**src/rtl/dfg_map.svh**
```systemverilog
`ifndef DFG_MAP_SVH
`define DFG_MAP_SVH
// register byte offsets
`define DFG_CTRL      8'h00
`define DFG_STAT      8'h04
`define DFG_GEAR      8'h08
`define DFG_PSR       8'h0C
`define DFG_HSEL      8'h10
`define DFG_HIST      8'h14
`define DFG_DOCF      8'h18
`define DFG_INTG      8'h1C
`define DFG_SPOS      8'h20
`define DFG_IRQS      8'h24
`define DFG_IRQC      8'h28
`define DFG_IRQE      8'h2C
// ratio fields: numerator low half, denominator high half
`define DFG_NUM_LSB   0
`define DFG_DEN_LSB   16
// output config: two mode bits per output, level bits from here up
`define DFG_GP_LSB    16
// irq status bits
`define DFG_IRQ_FLT   0
`define DFG_IRQ_ENA   1
`define DFG_IRQ_DIS   2
// reset values
`define DFG_CTRL_RST  8'h00
`define DFG_RATIO_RST 32'h0001_0001
`define DFG_DOCF_RST  32'h0000_0000
`define DFG_INTG_RST  32'h0000_0000
// fixed primary resolution with resolver feedback
`define DFG_RES_PPR   17'h1_0000
// code raised by the inhibit path
`define DFG_INH_CODE  8'h24
// axi responses
`define DFG_OKAY      2'h0
`define DFG_SLVERR    2'h2
`endif

```
**src/rtl/dfg_pkg.sv**
```systemverilog
package dfg_pkg;
  typedef enum logic [1:0] {
    DFG_DIS = 2'b00,
    DFG_EN  = 2'b01,
    DFG_FLT = 2'b10
  } dfg_state_t;
  typedef struct packed {
    logic disp_default;
    logic resolver;
    logic dual_loop;
    logic pos_mode;
    logic prog_run;
    logic inhibit_fn;
    logic reset_on_enable;
    logic sw_enable;
  } dfg_ctrl_t;
  typedef struct packed {
    logic step;
    logic dir;
  } dfg_step_t;
  typedef struct packed {
    logic       show_fault;
    logic [7:0] code;
  } dfg_disp_t;
endpackage

```
**src/rtl/dfg_ctrl.sv**
```systemverilog
`timescale 1ns/100ps
`include "dfg_map.svh"
// Overview of operation
// RL1 - fault drops power stage and enable lamp
// RL2 - fault sets operating state to fault
// RL3 - fault code stored in history memory
// RL4 - runtime-fault outputs assert on fault
// RL5 - ready outputs deassert on fault
// RL6 - default display shows fault code
// RL7 - fault cleared on disable or re-enable
// RL8 - fault stays latched until reset condition
// RL9 - position mode follows master pulses
// RL10 - single loop scales by follower ratio
// RL11 - dual loop only in position mode
// RL12 - second ratio maps secondary to primary
// RL13 - resolver primary uses fixed 65536 count
// RL14 - secondary error feeds integral term
// RL15 - no motor drive until enabled
// RL16 - run setting, no program: positive enable
// RL17 - run setting with program: acts inhibit
// RL18 - inhibit: enable only while input active
// RL19 - inhibit: input drop disables with fault
module dfg_ctrl import dfg_pkg::*; #(
  parameter int NUM_DOUT   = 4,
  parameter int HIST_DEPTH = 8,
  parameter int POS_W      = 32
) (
  // clock and reset
  input  wire logic              ref_clk,
  input  wire logic              nrst,
  // axi4-lite slave
  input  wire logic [7:0]        s_axi_awaddr,
  input  wire logic              s_axi_awvalid,
  output logic                   s_axi_awready,
  input  wire logic [31:0]       s_axi_wdata,
  input  wire logic [3:0]        s_axi_wstrb,
  input  wire logic              s_axi_wvalid,
  output logic                   s_axi_wready,
  output logic [1:0]             s_axi_bresp,
  output logic                   s_axi_bvalid,
  input  wire logic              s_axi_bready,
  input  wire logic [7:0]        s_axi_araddr,
  input  wire logic              s_axi_arvalid,
  output logic                   s_axi_arready,
  output logic [31:0]            s_axi_rdata,
  output logic [1:0]             s_axi_rresp,
  output logic                   s_axi_rvalid,
  input  wire logic              s_axi_rready,
  // enable switch and fault sources
  input  wire logic              hw_enable_input,
  input  wire logic              fault_event,
  input  wire logic [7:0]        fault_code,
  // reference and feedback pulses
  input  wire dfg_step_t         master_in,
  input  wire dfg_step_t         sec_enc,
  // drive side
  output logic                   power_stage_en,
  output logic                   enable_lamp,
  output dfg_step_t              motor_cmd,
  output logic [POS_W-1:0]       integ_term,
  output logic [NUM_DOUT-1:0]    dout,
  output dfg_disp_t              fault_display_pattern,
  output logic                   irq
);

  dfg_ctrl_t          ctrl;
  logic [31:0]        gear;
  logic [31:0]        psr;
  logic [31:0]        docf;
  logic [31:0]        intg;
  logic [2:0]         hsel;
  logic [2:0]         irq_stat;
  logic [2:0]         irq_en;
  dfg_state_t         state;
  dfg_state_t         next_state;
  logic [7:0]         cur_code;
  logic [7:0]         next_code;
  logic               fault_take;
  logic [7:0]         hist [HIST_DEPTH];
  logic               sw_en_q;
  logic               en_src_q;
  logic               inhibit_mode;
  logic               sw_rise;
  logic               en_src;
  logic               en_rise;

  function automatic logic [31:0] merge(input logic [31:0] old, input logic [31:0] nw,
                                        input logic [3:0] st);
    logic [31:0] r;
    r = old;
    for (int b = 0; b < 4; b++) begin
      if (st[b]) begin
        r[8*b +: 8] = nw[8*b +: 8];
      end
    end
    return r;
  endfunction

  // ---------------- axi write channel
  logic        aw_hold;
  logic        w_hold;
  logic [7:0]  aw_addr;
  logic [31:0] w_data;
  logic [3:0]  w_strb;
  logic        wr_fire;
  logic        wr_map;

  assign s_axi_awready = !aw_hold && !s_axi_bvalid;
  assign s_axi_wready  = !w_hold && !s_axi_bvalid;
  assign wr_fire       = aw_hold && w_hold && !s_axi_bvalid;

  always_comb begin
    if (aw_addr == `DFG_CTRL || aw_addr == `DFG_GEAR || aw_addr == `DFG_PSR) begin
      wr_map = 1'b1;
    end else if (aw_addr == `DFG_HSEL || aw_addr == `DFG_DOCF) begin
      wr_map = 1'b1;
    end else if (aw_addr == `DFG_INTG || aw_addr == `DFG_IRQC) begin
      wr_map = 1'b1;
    end else if (aw_addr == `DFG_IRQE) begin
      wr_map = 1'b1;
    end else begin
      wr_map = 1'b0;
    end
  end

  always_ff @(posedge ref_clk or negedge nrst) begin
    if (!nrst) begin
      aw_hold      <= 1'b0;
      w_hold       <= 1'b0;
      aw_addr      <= 8'h00;
      w_data       <= 32'h0000_0000;
      w_strb       <= 4'h0;
      s_axi_bvalid <= 1'b0;
      s_axi_bresp  <= `DFG_OKAY;
    end else begin
      if (s_axi_awvalid && s_axi_awready) begin
        aw_hold <= 1'b1;
        aw_addr <= s_axi_awaddr;
      end
      if (s_axi_wvalid && s_axi_wready) begin
        w_hold <= 1'b1;
        w_data <= s_axi_wdata;
        w_strb <= s_axi_wstrb;
      end
      if (wr_fire) begin
        aw_hold      <= 1'b0;
        w_hold       <= 1'b0;
        s_axi_bvalid <= 1'b1;
        s_axi_bresp  <= wr_map ? `DFG_OKAY : `DFG_SLVERR;
      end else if (s_axi_bready) begin
        s_axi_bvalid <= 1'b0;
      end
    end
  end

  // ---------------- configuration registers
  always_ff @(posedge ref_clk or negedge nrst) begin
    if (!nrst) begin
      ctrl   <= `DFG_CTRL_RST;
      gear   <= `DFG_RATIO_RST;
      psr    <= `DFG_RATIO_RST;
      docf   <= `DFG_DOCF_RST;
      intg   <= `DFG_INTG_RST;
      hsel   <= 3'h0;
      irq_en <= 3'h0;
    end else if (wr_fire) begin
      if (aw_addr == `DFG_CTRL) begin
        ctrl <= w_strb[0] ? dfg_ctrl_t'(w_data[7:0]) : ctrl;
      end else if (aw_addr == `DFG_GEAR) begin
        gear <= merge(gear, w_data, w_strb);
      end else if (aw_addr == `DFG_PSR) begin
        psr <= merge(psr, w_data, w_strb);
      end else if (aw_addr == `DFG_DOCF) begin
        docf <= merge(docf, w_data, w_strb);
      end else if (aw_addr == `DFG_INTG) begin
        intg <= merge(intg, w_data, w_strb);
      end else if (aw_addr == `DFG_HSEL && w_strb[0]) begin
        hsel <= w_data[2:0];
      end else if (aw_addr == `DFG_IRQE && w_strb[0]) begin
        irq_en <= w_data[2:0];
      end
    end
  end

  // ---------------- enable and fault state machine
  // a running program turns the run setting into inhibit behaviour
  assign inhibit_mode = ctrl.inhibit_fn || ctrl.prog_run; // [RL17]
  assign sw_rise      = ctrl.sw_enable && !sw_en_q;
  assign en_src       = inhibit_mode ? ctrl.sw_enable : hw_enable_input;
  assign en_rise      = en_src && !en_src_q;

  always_comb begin
    next_state = state;
    next_code  = cur_code;
    fault_take = 1'b0;
    case (state)
      DFG_DIS: begin
        if (inhibit_mode) begin
          if (sw_rise && hw_enable_input) begin
            next_state = DFG_EN; // [RL18]
          end else if (sw_rise) begin
            fault_take = 1'b1; // [RL18]
            next_code  = `DFG_INH_CODE;
          end
        end else if (hw_enable_input) begin
          next_state = DFG_EN; // [RL16]
        end
      end
      DFG_EN: begin
        if (inhibit_mode && !hw_enable_input) begin
          fault_take = 1'b1; // [RL19]
          next_code  = `DFG_INH_CODE;
        end else if (!en_src) begin
          next_state = DFG_DIS;
        end
      end
      DFG_FLT: begin
        // latched until the selected reset: enable source low, or an enable rising edge
        if (!ctrl.reset_on_enable && !en_src) begin
          next_state = DFG_DIS; // [RL7] [RL8]
        end else if (ctrl.reset_on_enable && en_rise && (!inhibit_mode || hw_enable_input)) begin
          next_state = DFG_EN; // [RL7] [RL8]
        end
      end
      default: begin
        next_state = DFG_DIS;
      end
    endcase
    // an outside fault outranks the inhibit code
    if (fault_event) begin
      fault_take = 1'b1;
      next_code  = fault_code;
    end
    if (fault_take) begin
      next_state = DFG_FLT; // [RL2]
    end
  end

  always_ff @(posedge ref_clk or negedge nrst) begin
    if (!nrst) begin
      state    <= DFG_DIS;
      cur_code <= 8'h00;
      sw_en_q  <= 1'b0;
      en_src_q <= 1'b0;
    end else begin
      state    <= next_state;
      cur_code <= next_code;
      sw_en_q  <= ctrl.sw_enable;
      en_src_q <= en_src;
    end
  end

  always_ff @(posedge ref_clk or negedge nrst) begin
    if (!nrst) begin
      for (int i = 0; i < HIST_DEPTH; i++) begin
        hist[i] <= 8'h00;
      end
    end else if (fault_take) begin
      hist[0] <= next_code; // [RL3]
      for (int i = 1; i < HIST_DEPTH; i++) begin
        hist[i] <= hist[i-1];
      end
    end
  end

  // ---------------- drive-side outputs, taken from the next state so a fault acts at once
  always_ff @(posedge ref_clk or negedge nrst) begin
    if (!nrst) begin
      power_stage_en        <= 1'b0;
      enable_lamp           <= 1'b0;
      fault_display_pattern <= '0;
    end else begin
      power_stage_en                   <= next_state == DFG_EN; // [RL1] [RL15]
      enable_lamp                      <= next_state == DFG_EN; // [RL1]
      fault_display_pattern.show_fault <= ctrl.disp_default && next_state == DFG_FLT; // [RL6]
      fault_display_pattern.code       <= next_code; // [RL6]
    end
  end

  for (genvar g = 0; g < NUM_DOUT; g++) begin : g_dout
    always_ff @(posedge ref_clk or negedge nrst) begin
      if (!nrst) begin
        dout[g] <= 1'b0;
      end else begin
        case (docf[2*g +: 2])
          2'b00:   dout[g] <= docf[`DFG_GP_LSB + g];
          2'b01:   dout[g] <= next_state == DFG_FLT; // [RL4]
          2'b10:   dout[g] <= next_state == DFG_EN;  // [RL5]
          default: dout[g] <= 1'b0;
        endcase
      end
    end
  end

  // ---------------- gearing: two cascaded pulse scalers
  // stage 0: master -> system pulses, stage 1: secondary -> primary
  // pending pulses drain one per clock, so input rate times ratio must stay below the clock
  logic [1:0]  st_act;
  logic [1:0]  st_in;
  logic [1:0]  st_in_dir;
  logic [1:0]  st_out;
  logic [1:0]  st_dir;
  logic [16:0] st_num [2];
  logic [15:0] st_den [2];
  logic [23:0] st_rem [2];

  assign st_act[0]    = ctrl.pos_mode && state == DFG_EN; // [RL9] [RL15]
  assign st_act[1]    = st_act[0] && ctrl.dual_loop; // [RL11]
  assign st_in[0]     = master_in.step;
  assign st_in_dir[0] = master_in.dir;
  assign st_in[1]     = st_out[0];
  assign st_in_dir[1] = st_dir[0];
  assign st_num[0]    = {1'b0, gear[`DFG_NUM_LSB +: 16]}; // [RL10]
  assign st_den[0]    = gear[`DFG_DEN_LSB +: 16];
  assign st_num[1]    = ctrl.resolver ? `DFG_RES_PPR : {1'b0, psr[`DFG_NUM_LSB +: 16]}; // [RL13]
  assign st_den[1]    = psr[`DFG_DEN_LSB +: 16]; // [RL12]

  for (genvar s = 0; s < 2; s++) begin : g_stage
    logic drain;
    assign drain = st_rem[s] >= {8'h00, st_den[s]} && st_den[s] != 16'h0000;
    always_ff @(posedge ref_clk or negedge nrst) begin
      if (!nrst) begin
        st_rem[s] <= 24'h00_0000;
        st_out[s] <= 1'b0;
        st_dir[s] <= 1'b0;
      end else if (!st_act[s]) begin
        st_rem[s] <= 24'h00_0000;
        st_out[s] <= 1'b0;
      end else begin
        st_rem[s] <= st_rem[s] + (st_in[s] && st_den[s] != 16'h0000 ? {7'h00, st_num[s]} : 24'h0)
                     - (drain ? {8'h00, st_den[s]} : 24'h00_0000);
        st_out[s] <= drain;
        if (st_in[s]) begin
          st_dir[s] <= st_in_dir[s];
        end
      end
    end
  end

  assign motor_cmd.step = ctrl.dual_loop ? st_out[1] : st_out[0];
  assign motor_cmd.dir  = ctrl.dual_loop ? st_dir[1] : st_dir[0];

  // ---------------- dual loop: secondary error into the integrator
  logic signed [POS_W-1:0] sec_tgt;
  logic signed [POS_W-1:0] sec_pos;
  logic signed [POS_W-1:0] sec_err;
  logic signed [17:0]      acc;
  logic signed [17:0]      next_acc;
  logic signed [17:0]      lim;
  logic signed [16:0]      err_sat;
  logic signed [34:0]      prod;

  assign sec_err = sec_tgt - sec_pos;
  assign lim     = 18'(intg[31:16]);

  always_comb begin
    if (sec_err > 32767) begin
      err_sat = 17'sh0_7FFF;
    end else if (sec_err < -32767) begin
      err_sat = -17'sh0_7FFF;
    end else begin
      err_sat = 17'(sec_err);
    end
    next_acc = acc + 18'(err_sat);
    if (next_acc > lim) begin
      next_acc = lim;
    end else if (next_acc < -lim) begin
      next_acc = -lim;
    end
    prod = 35'(acc) * 35'(intg[15:0]);
  end

  always_ff @(posedge ref_clk or negedge nrst) begin
    if (!nrst) begin
      sec_pos <= '0;
    end else if (sec_enc.step) begin
      sec_pos <= sec_enc.dir ? sec_pos - 1 : sec_pos + 1;
    end
  end

  // outside the dual loop the target tracks feedback so the loop starts with no error
  always_ff @(posedge ref_clk or negedge nrst) begin
    if (!nrst) begin
      sec_tgt    <= '0;
      acc        <= '0;
      integ_term <= '0;
    end else if (!st_act[1]) begin
      sec_tgt    <= sec_pos;
      acc        <= '0;
      integ_term <= '0;
    end else begin
      if (st_out[0]) begin
        sec_tgt <= st_dir[0] ? sec_tgt - 1 : sec_tgt + 1;
      end
      acc        <= next_acc; // [RL14]
      integ_term <= POS_W'(prod); // [RL14]
    end
  end

  // ---------------- interrupts, set wins over clear
  logic [2:0] irq_set;
  logic [2:0] irq_clr;

  assign irq_set[`DFG_IRQ_FLT] = fault_take;
  assign irq_set[`DFG_IRQ_ENA] = next_state == DFG_EN && state != DFG_EN;
  assign irq_set[`DFG_IRQ_DIS] = next_state == DFG_DIS && state != DFG_DIS;
  assign irq_clr = wr_fire && aw_addr == `DFG_IRQC && w_strb[0] ? w_data[2:0] : 3'h0;
  assign irq     = |(irq_stat & irq_en);

  always_ff @(posedge ref_clk or negedge nrst) begin
    if (!nrst) begin
      irq_stat <= 3'h0;
    end else begin
      irq_stat <= (irq_stat & ~irq_clr) | irq_set;
    end
  end

  // ---------------- axi read channel
  logic [31:0] rd_val;
  logic        rd_err;
  logic        warn;

  assign warn          = ctrl.dual_loop && (intg[15:0] == 16'h0 || intg[31:16] == 16'h0);
  assign s_axi_arready = !s_axi_rvalid;

  always_comb begin
    rd_err = 1'b0;
    if (s_axi_araddr == `DFG_CTRL) begin
      rd_val = {24'h0, ctrl};
    end else if (s_axi_araddr == `DFG_STAT) begin
      rd_val = {14'h0, state, cur_code, 4'h0, warn, hw_enable_input,
                state == DFG_FLT, state == DFG_EN};
    end else if (s_axi_araddr == `DFG_GEAR) begin
      rd_val = gear;
    end else if (s_axi_araddr == `DFG_PSR) begin
      rd_val = psr;
    end else if (s_axi_araddr == `DFG_HSEL) begin
      rd_val = {29'h0, hsel};
    end else if (s_axi_araddr == `DFG_HIST) begin
      rd_val = 32'(hsel) < HIST_DEPTH ? {24'h0, hist[hsel]} : 32'h0;
    end else if (s_axi_araddr == `DFG_DOCF) begin
      rd_val = docf;
    end else if (s_axi_araddr == `DFG_INTG) begin
      rd_val = intg;
    end else if (s_axi_araddr == `DFG_SPOS) begin
      rd_val = 32'(sec_pos);
    end else if (s_axi_araddr == `DFG_IRQS) begin
      rd_val = {29'h0, irq_stat};
    end else if (s_axi_araddr == `DFG_IRQE) begin
      rd_val = {29'h0, irq_en};
    end else if (s_axi_araddr == `DFG_IRQC) begin
      rd_val = 32'h0;
    end else begin
      rd_val = 32'h0;
      rd_err = 1'b1;
    end
  end

  always_ff @(posedge ref_clk or negedge nrst) begin
    if (!nrst) begin
      s_axi_rvalid <= 1'b0;
      s_axi_rdata  <= 32'h0000_0000;
      s_axi_rresp  <= `DFG_OKAY;
    end else if (s_axi_arvalid && s_axi_arready) begin
      s_axi_rvalid <= 1'b1;
      s_axi_rdata  <= rd_val;
      s_axi_rresp  <= rd_err ? `DFG_SLVERR : `DFG_OKAY;
    end else if (s_axi_rready) begin
      s_axi_rvalid <= 1'b0;
    end
  end
endmodule // dfg_ctrl

```
**config.mk**
```make
export PLATFORM = sky130hd
export DESIGN_NAME = dfg_ctrl
export DESIGN_NICKNAME = d
export VERILOG_FILES = /design/src/rtl/dfg_pkg.sv /design/src/rtl/dfg_ctrl.sv
export VERILOG_INCLUDE_DIRS = /design/src /design/src/rtl
export SDC_FILE = /design/constraint.sdc
export NUM_CORES = 2
export LEC_CHECK = 0
export BUFFER_PORTS_ARGS = -buffer_cell sky130_fd_sc_hd__buf_2
export CAP_MARGIN = 25
export CORE_ASPECT_RATIO = 1.1
export CORE_MARGIN = 10
export CORE_UTILIZATION = 30
export DETAILED_ROUTE_END_ITERATION = 10
export MAX_ROUTING_LAYER = met4
export PLACE_DENSITY = 0.45
export SYNTH_ARGS = -nofsm -noshare
export SYNTH_HDL_FRONTEND = slang
export SYNTH_SLANG_ARGS = --single-unit
```
**constraint.sdc**
```tcl
create_clock -name ref_clk -period 13.5 [get_ports ref_clk]
set_input_delay 1.35 -clock ref_clk [delete_from_list [all_inputs] [get_ports ref_clk]]
set_output_delay 1.35 -clock ref_clk [all_outputs]
set_load 0.1 [all_outputs]
```
## Yosys cells after proc, flatten, opt, wreduce, memory -nomap -nowiden

Cells that the tools add are included.
Widths: inputs -> output; s select.

- Output and inout port bits: 91
- Word-level logic and storage cells: 299
- Bits in registers: 477

- Bitwise gates (word level): 11
- Reduce and logical (&&, ||, !) cells: 84
- Mux-type cells: 88
- $mul: 1
- Magnitude comparators: 7
- Add/sub/neg operators: 11
- Eq/ne operators: 32

Operators with widths:

| kind | count |
|---|---|
| $mux 32 | 14 |
| $mux 17 | 4 |
| $add 32x2->32 const B | 2 |
| $sub 32x2->32 const B | 2 |
| $eq 8x5->1 const B | 7 |
| $mux 8 | 7 |
| $mux 18 | 3 |
| $eq 8x6->1 const B | 6 |
| $ge 24x16->1 | 2 |
| $mux 16 | 3 |
| $mux 24 | 2 |
| $sub 24x16->24 | 2 |
| $reduce_and 7->1 | 5 |
| $mux 1 | 34 |
| $eq 8x4->1 const B | 4 |
| $gt 32x16->1 const B | 1 |
| $logic_not 16->1 | 2 |
| $lt 32x16->1 const B | 1 |
| $mul 18x17->32 | 1 |
| $reduce_bool 16->1 | 2 |
| $sub 32x32->32 | 1 |
| $logic_and 1x1->1 | 28 |
| $add 24x16->24 | 1 |
| $add 24x17->24 | 1 |
| 33 further kinds | 99 |

## Logic depth before layout (Yosys ltp)

- Depth in word-level cells: 14
- Gate-level depth with buffers: 36
- Depth with buffers taken out: 34

## Worst setup path before layout

No wires, ideal clock.

- Kind: reg2reg
- Start point: register sec_tgt[0]
- End point: register acc[6]
- Required time: 13.426 ns
- Setup slack: 5.999 ns
- Cell stages (with the launch flop): 35
- Period minus slack after synthesis: 7.501 ns
- Data arrival time: 7.426 ns
- Path through: dfrtp_1 inv_1 ha_1 inv_1 fa_1 a211oi_1 o211ai_1 a31o_2 nand3_1 a2111oi_0 nor4b_1 xor2_1 clkbuf_1 nand4_2 o31ai_2 buf_4 o221ai_1 ha_1 a2111oi_0 o31a_1 or2_2 o21bai_1 a21oi_1 xnor2_1 ha_1 a2111oi_0 a22oi_1 a21oi_1 or4bb_1 o31ai_1 or4_1 buf_2 a221o_1 a21o_1 a21oi_2

- Longest elaborated chain between the ends: 9
- Elaborated cells between the ends (all ways): 11
- Classes of those cells: 2 x add/sub; 4 x order compare; 5 x mux

RTL lines:

| item | RTL line | text |
|---|---|---|
| from (decl) | dfg_ctrl.sv:344 | `logic signed [POS_W-1:0] sec_tgt;` |
| from (signal assigned) | dfg_ctrl.sv:388 | `sec_tgt <= sec_pos;` |
| from (signal assigned) | dfg_ctrl.sv:393 | `sec_tgt <= st_dir[0] ? sec_tgt - 1 : sec_tgt + 1;` |
| $sub 32x32->32 * | dfg_ctrl.sv:353 | `assign sec_err = sec_tgt - sec_pos;` |
| $lt 32x16->1 | dfg_ctrl.sv:359 | `end else if (sec_err < -32767) begin` |
| $mux 17 | dfg_ctrl.sv:359 |  |
| $mux 17 * | dfg_ctrl.sv:357 | `if (sec_err > 32767) begin` |
| $add 18x17->18 * | dfg_ctrl.sv:364 | `next_acc = acc + 18'(err_sat);` |
| $lt 18x18->1 | dfg_ctrl.sv:367 | `end else if (next_acc < -lim) begin` |
| $mux 18 | dfg_ctrl.sv:367 |  |
| $mux 18 * | dfg_ctrl.sv:365 | `if (next_acc > lim) begin` |
| $mux 18 * | dfg_ctrl.sv:387 | `end else if (!st_act[1]) begin` |
| to (signal assigned) | dfg_ctrl.sv:395 | `acc <= next_acc;` |
| to (decl) | dfg_ctrl.sv:347 | `logic signed [17:0] acc;` |

Mark *: on every way between the ends. The rest lies on a longest branch, timed or not.
A chain may end at the register's enable or synchronous reset.

## Worst setup path in the final report

- Start point: register sec_tgt[0]
- End point: register acc[3]

The elaborated chain is that of the path after synthesis.

==> impl_metrics.env <==
export IMPL_status="finished, final reports clean"
export IMPL_cell_type_of_the_slowest_stage_on_the_worst_timing_path="or4_1"
export IMPL_min_delay_path_class="flop to flop"
export IMPL_floorplan_initialDensity_pct=30.3
export IMPL_endpoint_kind="flop"
export IMPL_first_global_vias=33617
export IMPL_floorplan_rows=142
export IMPL_path_clk_slew_ps=60
export IMPL_async_flop_share_pct=100
export IMPL_clock_sinks=475
export IMPL_placement_cell_area_sq_um=44300
export IMPL_grt_antenna_before_repair=6
export IMPL_ys_seq_area_share_pct=28.7
export IMPL_global_route_usage_total_pct=17.9
export IMPL_power_switching_mw=4.51
export IMPL_critical_path_maximum_fanout=28
export IMPL_summed_instance_area_of_the_synthesized_netlist_sq_um=41400
export IMPL_synthesis_instances=4498
export IMPL_timing_final_setup_violations=0
export IMPL_share_seq_of_total_power_pct=22.5
export IMPL_pre_cts_slack_ps=3820
export IMPL_finClkSkew_ps=41.5
export IMPL_portBuffers=161
export IMPL_cp_slowest_stage_delay_ps=770
export IMPL_drive_above_1_share_pct=12.4
export IMPL_p_total_mw=9.23
export IMPL_critical_path_rt_ps=13990
export IMPL_cts_setup_buffers=0
export IMPL_synth_top_cells_by_area="dfrtp_1 28%, fa_1 15%, ha_1 9.5%"
export IMPL_root_buffer_selected_by_cts="clkbuf_16"
export IMPL_dieArea_sq_um=153000
export IMPL_number_of_synthesized_register_bits=475
export IMPL_route_vias_total=32548
export IMPL_slew_headroom_pct=24.4
export IMPL_routedWlPerCell_um=21.0
export IMPL_htree_num_levels=2
export IMPL_final_antenna_net_count=0
export IMPL_ir_drop_v=0.000196
export IMPL_yosys_most_used_dff="dfrtp_1"
export IMPL_cts_hold_repair_buffers=0
export IMPL_detail_route_drc_violations=0
export IMPL_top_level_ports=164
export IMPL_dpl_hpwl_um=105000
export IMPL_p_per_area_nw_per_um2=200
export IMPL_p_leak_nw=21.4
export IMPL_unrepaired_setup_endpoints_after_global_routing="no"
export IMPL_routabilityCongestion=0.848
export IMPL_synthToLayoutAreaGrowth_pct=11.5
export IMPL_layout_nets=5301
export IMPL_worstMarginPinSlew_ps=1130
export IMPL_power_internal_mw=4.71
export IMPL_arrival_ps=10290
export IMPL_syn_area_per_cell_sq_um=9.20
export IMPL_number_of_maximum_capacitance_constraint_violations=0
export IMPL_synth_top_area_share_pct=28.5
export IMPL_area_of_all_placed_cells_without_fillers_sq_um=46200
export IMPL_yosys_warnings=0
export IMPL_grt_remaining_overflow=0
export IMPL_fin_ws_ps=3700
export IMPL_dr_pass1_iters=6
export IMPL_clock_period_minus_worst_slack_ps=9800
export IMPL_synth_edf_count=0
export IMPL_final_fill_count=14213
export IMPL_crit_path_leading_delay_family="compound AO/OA/AOI/OAI gates"
export IMPL_floorplan_die_height_um=410
export IMPL_drt_first_iter_violations=2234
export IMPL_die_w_um=374
export IMPL_route_detailed_vias_per_inst=5.05
export IMPL_grt_max_degree=158
export IMPL_finalHoldViolations=0
export IMPL_numCtsBuffers=58
export IMPL_finalSetupTns_ps=0
export IMPL_timing_final_max_slew_violations=0
export IMPL_timing_critical_path_buf_inv=3
export IMPL_postCtsResizedCells=0
export IMPL_final_core_util_pct=33.8
export IMPL_clock_latency_ps=690
export IMPL_routed_wl_um=135000
export IMPL_switching_share_pct=48.9
export IMPL_ctsLongestPathBuffers=3
export IMPL_coreArea_sq_um=137000
export IMPL_clock_power_share_pct=16.8
export IMPL_max_freq_mhz=102
export IMPL_min_period_over_period_pct=72.6
export IMPL_critical_path_startpoint_type="flop"
export IMPL_synth_cell_types=98
export IMPL_criticalPathCategory="flop to flop"
export IMPL_yosys_area_top_type="dfrtp_1"
export IMPL_grt_first_pass_wirelength_um=210000
export IMPL_tritoncts="yes"
export IMPL_share_comb_of_total_power_pct=60.7
-- power by group through the flow --
stage | Clock [mW] | Combinational (mW) | Sequential (mW)
final | 1.55 | 5.60 | 2.07
after detailed placement | 0 | 5.55 | 2.09
after floorplan | 0 | 4.18 | 1.95
after CTS | 1.60 | 5.59 | 2.07
after global placement | 0 | 5.55 | 2.09
after global routing | 1.66 | 6.27 | 2.11
-- metal layers --
metal	wire length (um)	up-vias	GRT usage, %	share of wire, %
met2	65000	651	29.8	48
met4	2570	0	3.53	1.9
li1	-	15406	-	-
met1	62400	16366	23.4	46
met5	0	-	-	0
met3	5500	125	2.17	4.1
-- cell usage after synthesis (all sizes together) (33+ instances only) --
master	n
o21ai	182
a21oi	211
clkbuf	150
and3	38
o21a	40
nand3	62
fa	309
and2	139
nand2	646
mux2	193
inv	562
dfrtp	471
a21o	87
nor3	78
xor2	61
xnor2	109
ha	315
a211oi	43
nor2	249
mux2i	33
-- tightest hold or removal path: stages, from the launching register on --
cell	delay, ps
dfrtp_1	340
nand2_1	50
nand2_1	50
-- metrics by stage --
step | hold slack (ps) | instances
2_1_floorplan | 414 | 4499
3_3_place_gp | 446 | 6340
6_report | 462 | 6449
5_1_grt | 493 | 6449
3_5_place_dp | 450 | 6343
4_1_cts | 463 | 6447
-- registers in the layout, summed over array words and instances (netlist names), 8 cells and up --
| name | cells |
|---|---|
| hist | 64 |
| st_rem | 48 |
| docf | 32 |
| gear | 32 |
| integ_term | 32 |
| intg | 32 |
| psr | 32 |
| s_axi_rdata | 32 |
| sec_pos | 32 |
| sec_tgt | 32 |
| w_data | 32 |
| acc | 18 |
| fault_display_pattern | 9 |
| aw_addr | 8 |
| ctrl | 8 |
-- cells in the final DEF (no fill, tap or decap), types with 31 or more instances in the layout --
| cell | count |
|---|---|
| nand2_1 | 643 |
| inv_1 | 561 |
| dfrtp_1 | 471 |
| ha_1 | 315 |
| fa_1 | 309 |
| nor2_1 | 244 |
| a21oi_1 | 209 |
| mux2_2 | 193 |
| buf_2 | 161 |
| o21ai_0 | 155 |
| and2_1 | 138 |
| xnor2_1 | 108 |
| a21o_1 | 87 |
| nor3_1 | 77 |
| nand3_1 | 62 |
| xor2_1 | 61 |
| clkbuf_16 | 58 |
| buf_4 | 54 |
| a211oi_1 | 41 |
| o21a_1 | 40 |
| and3_1 | 38 |
| mux2i_1 | 33 |
| a222oi_1 | 31 |
-- cells by family after synthesis --
family	Yosys count	share of synthesized area, %
buf+inv	737	6.78
xor+xnor	171	3.67
compound gates	832	13.5
simple gates	1416	16.0
fa+ha+maj	624	24.5
mux	242	6.92
flops	475	28.7
other cells	1	0.00906
-- worst paths after layout --
path | start | end | slack (ps) | depth (start not counted)
hold / removal | hist[7] | hist[7] | 460 | 2
setup / recovery | sec_tgt[0] | acc[3] | 3700 | 32
max in group asynchronous | nrst | hist[7] | 10130 | 5
setup reg to reg | sec_tgt[0] | acc[3] | 3700 | 32
min in group asynchronous | nrst | integ_term[29] | 630 | 1
hold reg to reg | hist[7] | hist[7] | 460 | 2
-- final cells by class --
class	instances	area (sq um)	area share, %
Multi-Input combinational cell	3287	26700	57.9
Sequential cell	475	11900	25.8
Tap cell	1800	2250	4.88
Inverter	563	2110	4.58
Clock buffer	87	1670	3.62
Timing Repair Buffer	219	1300	2.82
Clock inverter	17	178	0.385
Antenna cell	1	2.50	0.00542
No activity file was read; power rests on OpenSTA's default activity.
